--- config.mk ---
export PLATFORM = sky130hd
export DESIGN_NAME = bmc_line_codec
export DESIGN_NICKNAME = d
export VERILOG_FILES = /design/src/include/bmc_pkg.sv /design/src/design/bmc_rx_decoder.sv /design/src/design/bmc_line_codec.sv
export SDC_FILE = /design/constraint.sdc
export NUM_CORES = 1
export LEC_CHECK = 0
export ABC_AREA = 1
export BUFFER_PORTS_ARGS = -buffer_cell sky130_fd_sc_hd__buf_2
export CAP_MARGIN = 0
export CORE_MARGIN = 4
export CORE_UTILIZATION = 50
export DETAILED_ROUTE_END_ITERATION = 8
export GPL_TIMING_DRIVEN = 0
export HOLD_SLACK_MARGIN = 0.03
export PLACE_DENSITY_LB_ADDON = 0.05
export SETUP_SLACK_MARGIN = 0.2
export SLEW_MARGIN = 20
export SYNTH_ARGS = -nofsm -noshare
export SYNTH_HDL_FRONTEND = slang
export SYNTH_SLANG_ARGS = --single-unit
--- constraint.sdc ---
create_clock -name ref_clk -period 1.85 [get_ports ref_clk]
set_input_delay 0.2775 -clock ref_clk [delete_from_list [all_inputs] [get_ports ref_clk]]
set_output_delay 0.2775 -clock ref_clk [all_outputs]
set_load 0.05 [all_outputs]
--- src/include/bmc_pkg.sv ---
/*
  constants and carrier types for the biphase mark line codec.
  assumes a single 100 MHz ref_clk and an active-low asynchronous reset.
*/
package bmc_pkg;
  // =========================================================
  // timing
  localparam int CLK_MHZ = 100;
  localparam int BIT_RATE_KHZ = 300;
  localparam int UI_CYCLES = (CLK_MHZ * 1000) / BIT_RATE_KHZ;
  localparam int HALF_CYCLES = UI_CYCLES / 2;
  localparam int LOW_LEAD_CYCLES = HALF_CYCLES;
  localparam int THRESH_CYCLES = (UI_CYCLES * 3) / 4;
  localparam int TIMEOUT_CYCLES = UI_CYCLES * 2;
  localparam int CNT_W = 10;

  // =========================================================
  // transmit states
  typedef enum logic [3:0] {
    TX_IDLE = 4'b0001,
    TX_LEAD = 4'b0010,
    TX_BITS = 4'b0100,
    TX_CLOSE = 4'b1000
  } tx_state_t;

  // received bit carrier
  typedef struct packed {
    logic valid;
    logic data;
  } rx_bit_t;
endpackage

--- src/design/bmc_rx_decoder.sv ---
/*
  biphase mark decoder: measures intervals between line edges.
  assumes its input is already synchronised to ref_clk.
*/
`timescale 1ns/1ps
module bmc_rx_decoder
  import bmc_pkg::*;
(
  input wire logic ref_clk, // system clock
  input wire logic rst_n, // async reset, active low
  input wire logic line_in, // synchronised line level
  input wire logic enable, // receive allowed
  output rx_bit_t bit_out, // decoded bit strobe
  output logic active // edges seen recently
);
  // =========================================================
  // edge timing
  logic prev_r;
  logic [CNT_W-1:0] cnt_r;
  logic half_r;
  logic edge_w;
  logic is_half_w;

  assign edge_w = line_in ^ prev_r;
  assign is_half_w = cnt_r < CNT_W'(THRESH_CYCLES);

  // interval counter and classifier
  always_ff @(posedge ref_clk or negedge rst_n)
  begin
    if (!rst_n)
    begin
      prev_r <= 1'b0;
      cnt_r <= '0;
      half_r <= 1'b0;
      bit_out <= '0;
      active <= 1'b0;
    end
    else
    begin
      prev_r <= line_in;
      bit_out <= '0;
      if (!enable)
      begin
        cnt_r <= '0;
        half_r <= 1'b0;
        active <= 1'b0;
      end
      else if (edge_w)
      begin
        cnt_r <= '0;
        // first edge after silence only starts timing, so a lost
        // leading edge costs the first bit
        if (active)
        begin
          if (!is_half_w)
          begin
            bit_out <= '{valid: 1'b1, data: 1'b0};
            half_r <= 1'b0;
          end
          else if (half_r)
          begin
            bit_out <= '{valid: 1'b1, data: 1'b1};
            half_r <= 1'b0;
          end
          else
            half_r <= 1'b1;
        end
        active <= 1'b1;
      end
      else if (cnt_r >= CNT_W'(TIMEOUT_CYCLES))
      begin
        active <= 1'b0;
        half_r <= 1'b0;
      end
      else
        cnt_r <= cnt_r + CNT_W'(1);
    end
  end
endmodule

--- src/design/bmc_line_codec.sv ---
/*
  biphase mark encoder and decoder on the configuration channel.
  assumes the core presents bits with valid/ready and that orientation
  is stable while a packet runs.
  the decoder listens only while the driver is released.
*/
`timescale 1ns/1ps
module bmc_line_codec
  import bmc_pkg::*;
(
  input wire logic ref_clk, // system clock 100 MHz
  input wire logic rst_n, // async reset, active low
  input wire logic orient_b, // 1 selects line b
  input wire logic tx_valid, // core offers a bit
  input wire logic tx_data, // bit value
  input wire logic tx_last, // final bit of packet
  output logic tx_ready, // pulses the cycle after a bit is taken
  output logic tx_busy, // packet in progress
  output rx_bit_t rx_bit, // decoded bit strobe
  output logic rx_active, // receive activity
  input wire logic config_line_a_i, // pin a level in
  output logic config_line_a_o, // pin a level out
  output logic config_line_a_oe, // pin a drive enable
  input wire logic config_line_b_i, // pin b level in
  output logic config_line_b_o, // pin b level out
  output logic config_line_b_oe // pin b drive enable
);
  // =========================================================
  // transmit
  tx_state_t state_r;
  logic level_r;
  logic bit_r;
  logic last_r;
  logic [CNT_W-1:0] cnt_r;
  logic drive_w;
  logic start_w;
  logic lead_done_w;
  logic cell_end_w;
  logic mid_cell_w;
  logic close_done_w;
  logic take_w;

  // counter end points of each phase
  assign start_w = (state_r == TX_IDLE) && tx_valid && !tx_ready;
  assign lead_done_w = (state_r == TX_LEAD) && (cnt_r == CNT_W'(LOW_LEAD_CYCLES - 1));
  assign cell_end_w = (state_r == TX_BITS) && (cnt_r == CNT_W'(UI_CYCLES - 1));
  assign mid_cell_w = (state_r == TX_BITS) && bit_r && (cnt_r == CNT_W'(HALF_CYCLES - 1));
  assign close_done_w = (state_r == TX_CLOSE) && (cnt_r == CNT_W'(HALF_CYCLES - 1));
  // a bit is taken at lead end, and at a cell end unless the packet stops
  assign take_w = lead_done_w || (cell_end_w && !last_r && tx_valid);
  assign drive_w = (state_r != TX_IDLE);

  // encoder phase
  always_ff @(posedge ref_clk or negedge rst_n)
  begin
    if (!rst_n)
      state_r <= TX_IDLE;
    else
    begin
      unique case (state_r)
        TX_IDLE:
        begin
          if (start_w)
            state_r <= TX_LEAD;
        end
        TX_LEAD:
        begin
          if (lead_done_w)
            state_r <= TX_BITS;
        end
        TX_BITS:
        begin
          // a marked last bit or an underrun ends the packet
          if (cell_end_w && (last_r || !tx_valid))
            state_r <= TX_CLOSE;
        end
        TX_CLOSE:
        begin
          // closing level has stood half a cell
          if (close_done_w)
            state_r <= TX_IDLE;
        end
      endcase
    end
  end

  // phase counter, cleared at each phase end point
  always_ff @(posedge ref_clk or negedge rst_n)
  begin
    if (!rst_n)
      cnt_r <= '0;
    else
    begin
      unique case (state_r)
        TX_IDLE:
          cnt_r <= '0;
        TX_LEAD:
          cnt_r <= lead_done_w ? '0 : cnt_r + CNT_W'(1);
        TX_BITS:
          cnt_r <= cell_end_w ? '0 : cnt_r + CNT_W'(1);
        TX_CLOSE:
          cnt_r <= close_done_w ? '0 : cnt_r + CNT_W'(1);
      endcase
    end
  end

  // line level: low lead, edge at each cell start, mid edge for a one
  always_ff @(posedge ref_clk or negedge rst_n)
  begin
    if (!rst_n)
      level_r <= 1'b0;
    else if (state_r == TX_IDLE)
      level_r <= 1'b0;
    else if (lead_done_w)
      level_r <= 1'b1;
    else if (state_r == TX_LEAD)
      level_r <= 1'b0;
    else if (cell_end_w)
      level_r <= ~level_r;
    else if (mid_cell_w)
      level_r <= ~level_r;
  end

  // bit and end marker held for the whole cell
  always_ff @(posedge ref_clk or negedge rst_n)
  begin
    if (!rst_n)
    begin
      bit_r <= 1'b0;
      last_r <= 1'b0;
    end
    else if (take_w)
    begin
      bit_r <= tx_data;
      last_r <= tx_last;
    end
  end

  // one-cycle pulse for every bit taken
  always_ff @(posedge ref_clk or negedge rst_n)
  begin
    if (!rst_n)
      tx_ready <= 1'b0;
    else
      tx_ready <= take_w;
  end

  // =========================================================
  // pad outputs, registered, selected pin only
  // pin a level and enable
  always_ff @(posedge ref_clk or negedge rst_n)
  begin
    if (!rst_n)
    begin
      config_line_a_o <= 1'b0;
      config_line_a_oe <= 1'b0;
    end
    else
    begin
      config_line_a_o <= level_r & ~orient_b;
      config_line_a_oe <= drive_w & ~orient_b;
    end
  end

  // pin b level and enable
  always_ff @(posedge ref_clk or negedge rst_n)
  begin
    if (!rst_n)
    begin
      config_line_b_o <= 1'b0;
      config_line_b_oe <= 1'b0;
    end
    else
    begin
      config_line_b_o <= level_r & orient_b;
      config_line_b_oe <= drive_w & orient_b;
    end
  end

  // busy mirrors the driver enable
  always_ff @(posedge ref_clk or negedge rst_n)
  begin
    if (!rst_n)
      tx_busy <= 1'b0;
    else
      tx_busy <= drive_w;
  end

  // =========================================================
  // receive: synchronise both pins, then select one
  logic [1:0] sync_a_r;
  logic [1:0] sync_b_r;
  logic line_sel_w;

  // two-flop synchroniser, pin a
  always_ff @(posedge ref_clk or negedge rst_n)
  begin
    if (!rst_n)
      sync_a_r <= 2'b00;
    else
      sync_a_r <= {sync_a_r[0], config_line_a_i};
  end

  // two-flop synchroniser, pin b
  always_ff @(posedge ref_clk or negedge rst_n)
  begin
    if (!rst_n)
      sync_b_r <= 2'b00;
    else
      sync_b_r <= {sync_b_r[0], config_line_b_i};
  end

  // only the oriented pin feeds the decoder
  assign line_sel_w = orient_b ? sync_b_r[1] : sync_a_r[1];

  // decoder deaf while this side drives
  bmc_rx_decoder u_dec (
    .ref_clk(ref_clk),
    .rst_n(rst_n),
    .line_in(line_sel_w),
    .enable(~drive_w),
    .bit_out(rx_bit),
    .active(rx_active)
  );
endmodule

### Yosys cells after proc, flatten, opt, wreduce, memory -nomap -nowiden

Index checks and enable logic that the tools add are counted.

| word-level totals | value |
|---|---|
| register bits after elaboration | 42 |
| output and inout bits | 9 |
| word-level logic and storage cells | 93 |

| cells by class | value |
|---|---|
| add/subtract/negate cells | 2 |
| $lt $le $gt $ge | 2 |
| eq/ne operators | 13 |
| multiplexer cells | 31 |
| bitwise operators | 7 |
| reductions and logical operators | 19 |

Operators with widths:

| cell | number |
|---|---|
| $mux W10 | 6 |
| $pmux W10 S4 | 1 |
| $add A10 B1 Y10 const B | 2 |
| $mux W4 | 4 |
| $pmux W4 S4 | 1 |
| $mux W1 | 14 |
| $eq A10 B8 Y1 const B | 1 |
| $eq A10 B9 Y1 const B | 1 |
| $ge A10 B10 Y1 const B | 1 |
| $logic_and A1 B1 Y1 | 10 |
| $lt A10 B8 Y1 const B | 1 |
| $mux W2 | 5 |
| $ne A2 B2 Y1 const B | 3 |
| $ne A3 B2 Y1 const B | 2 |
| $reduce_bool A5 Y1 | 1 |
| $and A1 B1 Y1 | 4 |
| $eq A4 B1 Y1 const B | 1 |
| $eq A4 B2 Y1 const B | 1 |
| $eq A4 B3 Y1 const B | 1 |
| $eq A4 B4 Y1 const B | 1 |
| $ne A4 B1 Y1 const B | 1 |
| $reduce_and A4 Y1 | 1 |
| $logic_not A1 Y1 | 3 |
| $reduce_bool A3 Y1 | 1 |
| 5 further kinds | 7 |

### Logic depth before layout (Yosys ltp)

| depth | value |
|---|---|
| depth after elaboration | 8 |
| mapped depth | 10 |
| depth with buffers taken out | 10 |

### Cells and area by module

From an unflattened synthesis, not the netlist that was laid out.

| second synthesis, totals | value |
|---|---|
| cells, all modules | 301 |
| area, all modules | 2382.3 µm² |

Modules (own cells, without submodules):

| module | times used | cells an instance | area each (µm²) | seq. area each (µm²) |
|---|---|---|---|---|
| bmc_line_codec | 1 | 165 | 1360.1 | 676.9 |
| bmc_rx_decoder | 1 | 136 | 1022.2 | 375.4 |

### Least setup slack after synthesis

OpenSTA, ideal clock, no wires.

| timing | value |
|---|---|
| path type | register -> register |
| from | reg u_dec.cnt_r[0] |
| to | reg u_dec.cnt_r[0] |
| setup time | 0.076 ns |
| arrival time | 1.304 ns |
| data required time | 1.774 ns |
| path slack | 0.469 ns |
| cell stages (with the launch flop) | 11 |
| path buffers | 0 |
| clock period less this slack | 1.381 ns |
| path through | dfrtp_1 > inv_1 > ha_1 > nand3b_1 > nand2_1 > nand2_1 > nand2_1 > nand2_1 > nor2_1 > nand2_1 > o21ai_1 |

| on the way | value |
|---|---|
| longest elaborated chain between the ends | 4 |
| elaborated cells on any way between the ends | 6 |

Ends and longest elaborated chain:

| item | RTL line | text |
|---|---|---|
| start, declared | bmc_rx_decoder.sv:19 | `logic [CNT_W-1:0] cnt_r;` |
| start signal, assigned | bmc_rx_decoder.sv:76 | `cnt_r <= cnt_r + CNT_W'(1);` |
| $add A10 B1 Y10 | bmc_rx_decoder.sv:76 |  |
| $mux W10 | bmc_rx_decoder.sv:70 | `else if (cnt_r >= CNT_W'(TIMEOUT_CYCLES))` |
| $mux W10 | bmc_rx_decoder.sv:48 | `else if (edge_w)` |
| $mux W10 | bmc_rx_decoder.sv:42 | `if (!enable)` |

Parallel ways exist; a longest one is shown, timed or not. The select of a mux whose other input is x is not followed.
A chain may end at the register's enable or synchronous reset.

### Worst setup path after layout

| timing | value |
|---|---|
| from | reg u_dec.cnt_r[0] |
| to | reg u_dec.cnt_r[1] |

The elaborated chain is that of the path after synthesis.

==> impl_metrics.py <==
metrics = {
    "detailed_routing": {
        "ant_nets": 0,
        "drt-pass1-iter-count": 4,
        "wl_um": 4130,
        "num_vias": 1761,
        "routedWlPerCell_um": 11.7,
        "drt-initial-drc-count": 103,
        "drc": 0,
        "viasPerCell": 4.99,
    },
    "timing": {
        "slew_violations": 0,
        "timing.final.crit_period_ns": 1.53,
        "worst_pin_slew_ns": 0.890,
        "fin_tns_setup_ns": 0,
        "hold_slack_ns": 0.0910,
        "finClkSkew_ns": 0.00863,
        "slew_headroom": 0.407,
        "setup_viol": 0,
        "final-hold-violation-count": 0,
        "max_freq_mhz": 652,
        "rsz0062_at_grt": "yes",
        "min_period_over_period": 0.828,
    },
    "layout": {
        "final_area_sq_um": 2470,
        "final_cells": 353,
        "layout_common_cells": "nand2_1, nor2_1, dfrtp_1, inv_1, nand3_1",
        "antenna-diode-count": 0,
        "final_common_cell": "nand2_1",
        "fillers": 387,
        "final_layout_size_suffix_gt1_frac": 0.158,
        "nets": 316,
        "area_delta_synth_final_pct": 12.5,
    },
    "grt": {
        "grt_overflow": 0,
        "grt_max_degree": 43,
        "grt_pass1_vias": 1565,
        "grtUsageMet3": 0.0446,
        "met1_usage": 0.247,
        "grt_pass1_wl_um": 7040,
        "grt_use_met2": 0.241,
        "track_usage": 0.166,
        "antenna_found_initial": 0,
        "grt_most_used_layer": "met1",
    },
    "critical_path": {
        "critPathLaunchType": "flip-flop",
        "r2r_slack_ns": 0.32,
        "reg2reg_depth": 10,
        "worstSetupStartpoint": "u_dec.cnt_r[0]",
        "rr_startpoint": "u_dec.cnt_r[0]",
        "crit_type": "flip-flop to flip-flop",
        "slowest_delay_ns": 0.35,
        "cp_slowest_cell": "dfrtp_1",
        "worst_setup_path_end_kind": "flip-flop",
        "worstPathArrival_ns": 1.75,
        "cp_common_cell": "nand2_1",
        "reg2reg_to": "u_dec.cnt_r[1]",
        "worst-endpoint-required_ns": 2.06,
        "cp_cell_sequence": "inv_1 > ha_1 > nand3b_1 > nand2_1 > nand2_1 > nand2_1 > nand2_1 > nor2_2 > nand2_1 > o21ai_1",
        "cp_max_fo": 5,
    },
    "placed_design": {
        "port_buffers": 16,
        "postPlaceCellArea_sq_um": 2340,
        "dp_hpwl_um": 3020,
        "place_inst": 344,
        "gp_congestion": 0.860,
    },
    "floorplanning": {
        "pin_count": 17,
        "chipWidth_um": 74.3,
        "die_h_um": 74.3,
        "initial_utilization": 0.534,
        "core_area_sq_um": 4120,
        "num_rows": 23,
        "dieArea_sq_um": 5520,
    },
    "synth": {
        "yosysUniqueCellTypes": 30,
        "synthCells": 278,
        "synthFlopType": "dfrtp_1",
        "ys_ff_latch": 42,
        "synth_warnings": 0,
        "synth_top_cell_by_area": "dfrtp_1",
        "synth_edf_count": 0,
        "synth_top_area_frac": 0.467,
        "synth.top_cells.by_area": "dfrtp_1, nand2_1, nor2_1, inv_1, nand3_1",
        "syn_area_sq_um": 2200,
        "async_flop_share": 1.00,
        "ys_seq_area_frac": 0.479,
        "avgSynthCellArea_sq_um": 7.91,
        "synth_nets": 292,
    },
    "cts": {
        "cts-root-buf": "clkbuf_8",
        "cts_buffer_depth": 2,
        "clkSlewWorstSetupHoldPaths_ns": 0.08,
        "h-tree-depth": 2,
        "cts_hold_buf": 0,
        "cts.sinks": 42,
        "cts_buffers": 5,
        "cts_tree": "yes",
        "insertion_delay_ns": 0.29,
    },
    "worst_hold_path": {
        "min_path_cells": 1,
        "min_path_type": "input pin to flip-flop",
        "min_to": "sync_b_r[0]",
        "min-delay-start": "config_line_b_i",
    },
    "power_and_ir_drop": {
        "peakVddDrop_mv": 0.653,
        "leakagePower_nw": 1.21,
        "power.total_w": 0.00172,
        "cellPowerDensity_nw_per_um2": 694,
    },
    "status": {
        "status": "finished, final reports clean",
    },
    "flow_run": {
        "cap_violations": 0,
    },
}
## cell families (layout without fill, tap and decap cells)
| kind of cell | count (synthesis) | count (layout) | synth area share |
|---|---|---|---|
| simple gates | 165 | 165 | 0.343 |
| flops | 42 | 42 | 0.479 |
| buf+inv | 38 | 63 | 0.0666 |
| compound gates | 20 | 20 | 0.0501 |
| xor+xnor | 7 | 7 | 0.0279 |
| fa+ha+maj | 6 | 6 | 0.0341 |
## power by group
group	total, W	internal [W]	leakage [nW]	switching, W
clock network	0.000725	0.000401	0.0504	0.000324
logic	0.0000597	0.0000143	0.617	0.0000454
registers	0.000932	0.000928	0.543	0.00000429
## layer usage
layer  vias up  wire length, um
met1       800             2200
met5         -                0
met4         0               35
met2        32             1720
li1        925                -
met3         4              175
## how the worst max path moves through the flow
stage,slack (ns),cells past startpoint,endpoint
floorplan,0.47,10,u_dec.cnt_r[0]
global placement,0.29,10,u_dec.cnt_r[0]
detailed placement,0.27,10,u_dec.cnt_r[0]
CTS,0.25,10,u_dec.cnt_r[0]
global route,0.20,10,u_dec.cnt_r[2]
finish,0.32,10,u_dec.cnt_r[1]
## worst max-delay path, delay by kind of cell, from the launching register on
family,cells,cell delay [ns]
simple gates,7,0.75
buf+inv,1,0.09
compound gates,1,0.08
flops,1,0.35
fa+ha+maj,1,0.20
## synth_stat cells, types with 2 or more instances
| cell | count |
|---|---|
| dfrtp_1 | 41 |
| xor2_1 | 5 |
| xnor2_1 | 2 |
| nand2_2 | 6 |
| inv_2 | 2 |
| nand4_1 | 7 |
| nand3b_1 | 2 |
| nor3_1 | 7 |
| o21ai_1 | 8 |
| o21ai_0 | 4 |
| nor2_2 | 2 |
| inv_1 | 34 |
| nor2_1 | 44 |
| nand3_1 | 21 |
| a21oi_1 | 4 |
| nor3_2 | 2 |
| ha_1 | 6 |
| nand2_1 | 69 |
## sequential cells by signal, summed over array words and instances (netlist names), 2 cells and up
name	cells
cnt_r	10
u_dec.cnt_r	10
state_r	4
sync_a_r	2
sync_b_r	2
u_dec.bit_out	2
## per-stage QoR
step / worst slack (ns) / utilization
5_1_grt: 0.198 / 0.601
2_1_floorplan: 0.469 / -
4_1_cts: 0.246 / 0.597
3_5_place_dp: 0.267 / 0.569
6_report: 0.317 / 0.601
3_3_place_gp: 0.291 / 0.569
## timing repair
item,in CTS,in global routing
gates resized for setup,0,3
setup buffers,0,1
endpoints found under the setup margin,0,12
## final cells by class
type                       count  area, sq um  area share
sequential                    42         1050       0.426
clock buffer                   5         68.8      0.0278
inverter                      37          144      0.0582
clock inverter                 3         45.0      0.0182
multi-input combinational    198         1010       0.407
buffer                         1         5.00     0.00202
tap                           50         62.6      0.0253
timing repair buffer          17         87.6      0.0354
(Power assumes the default switching activity.)
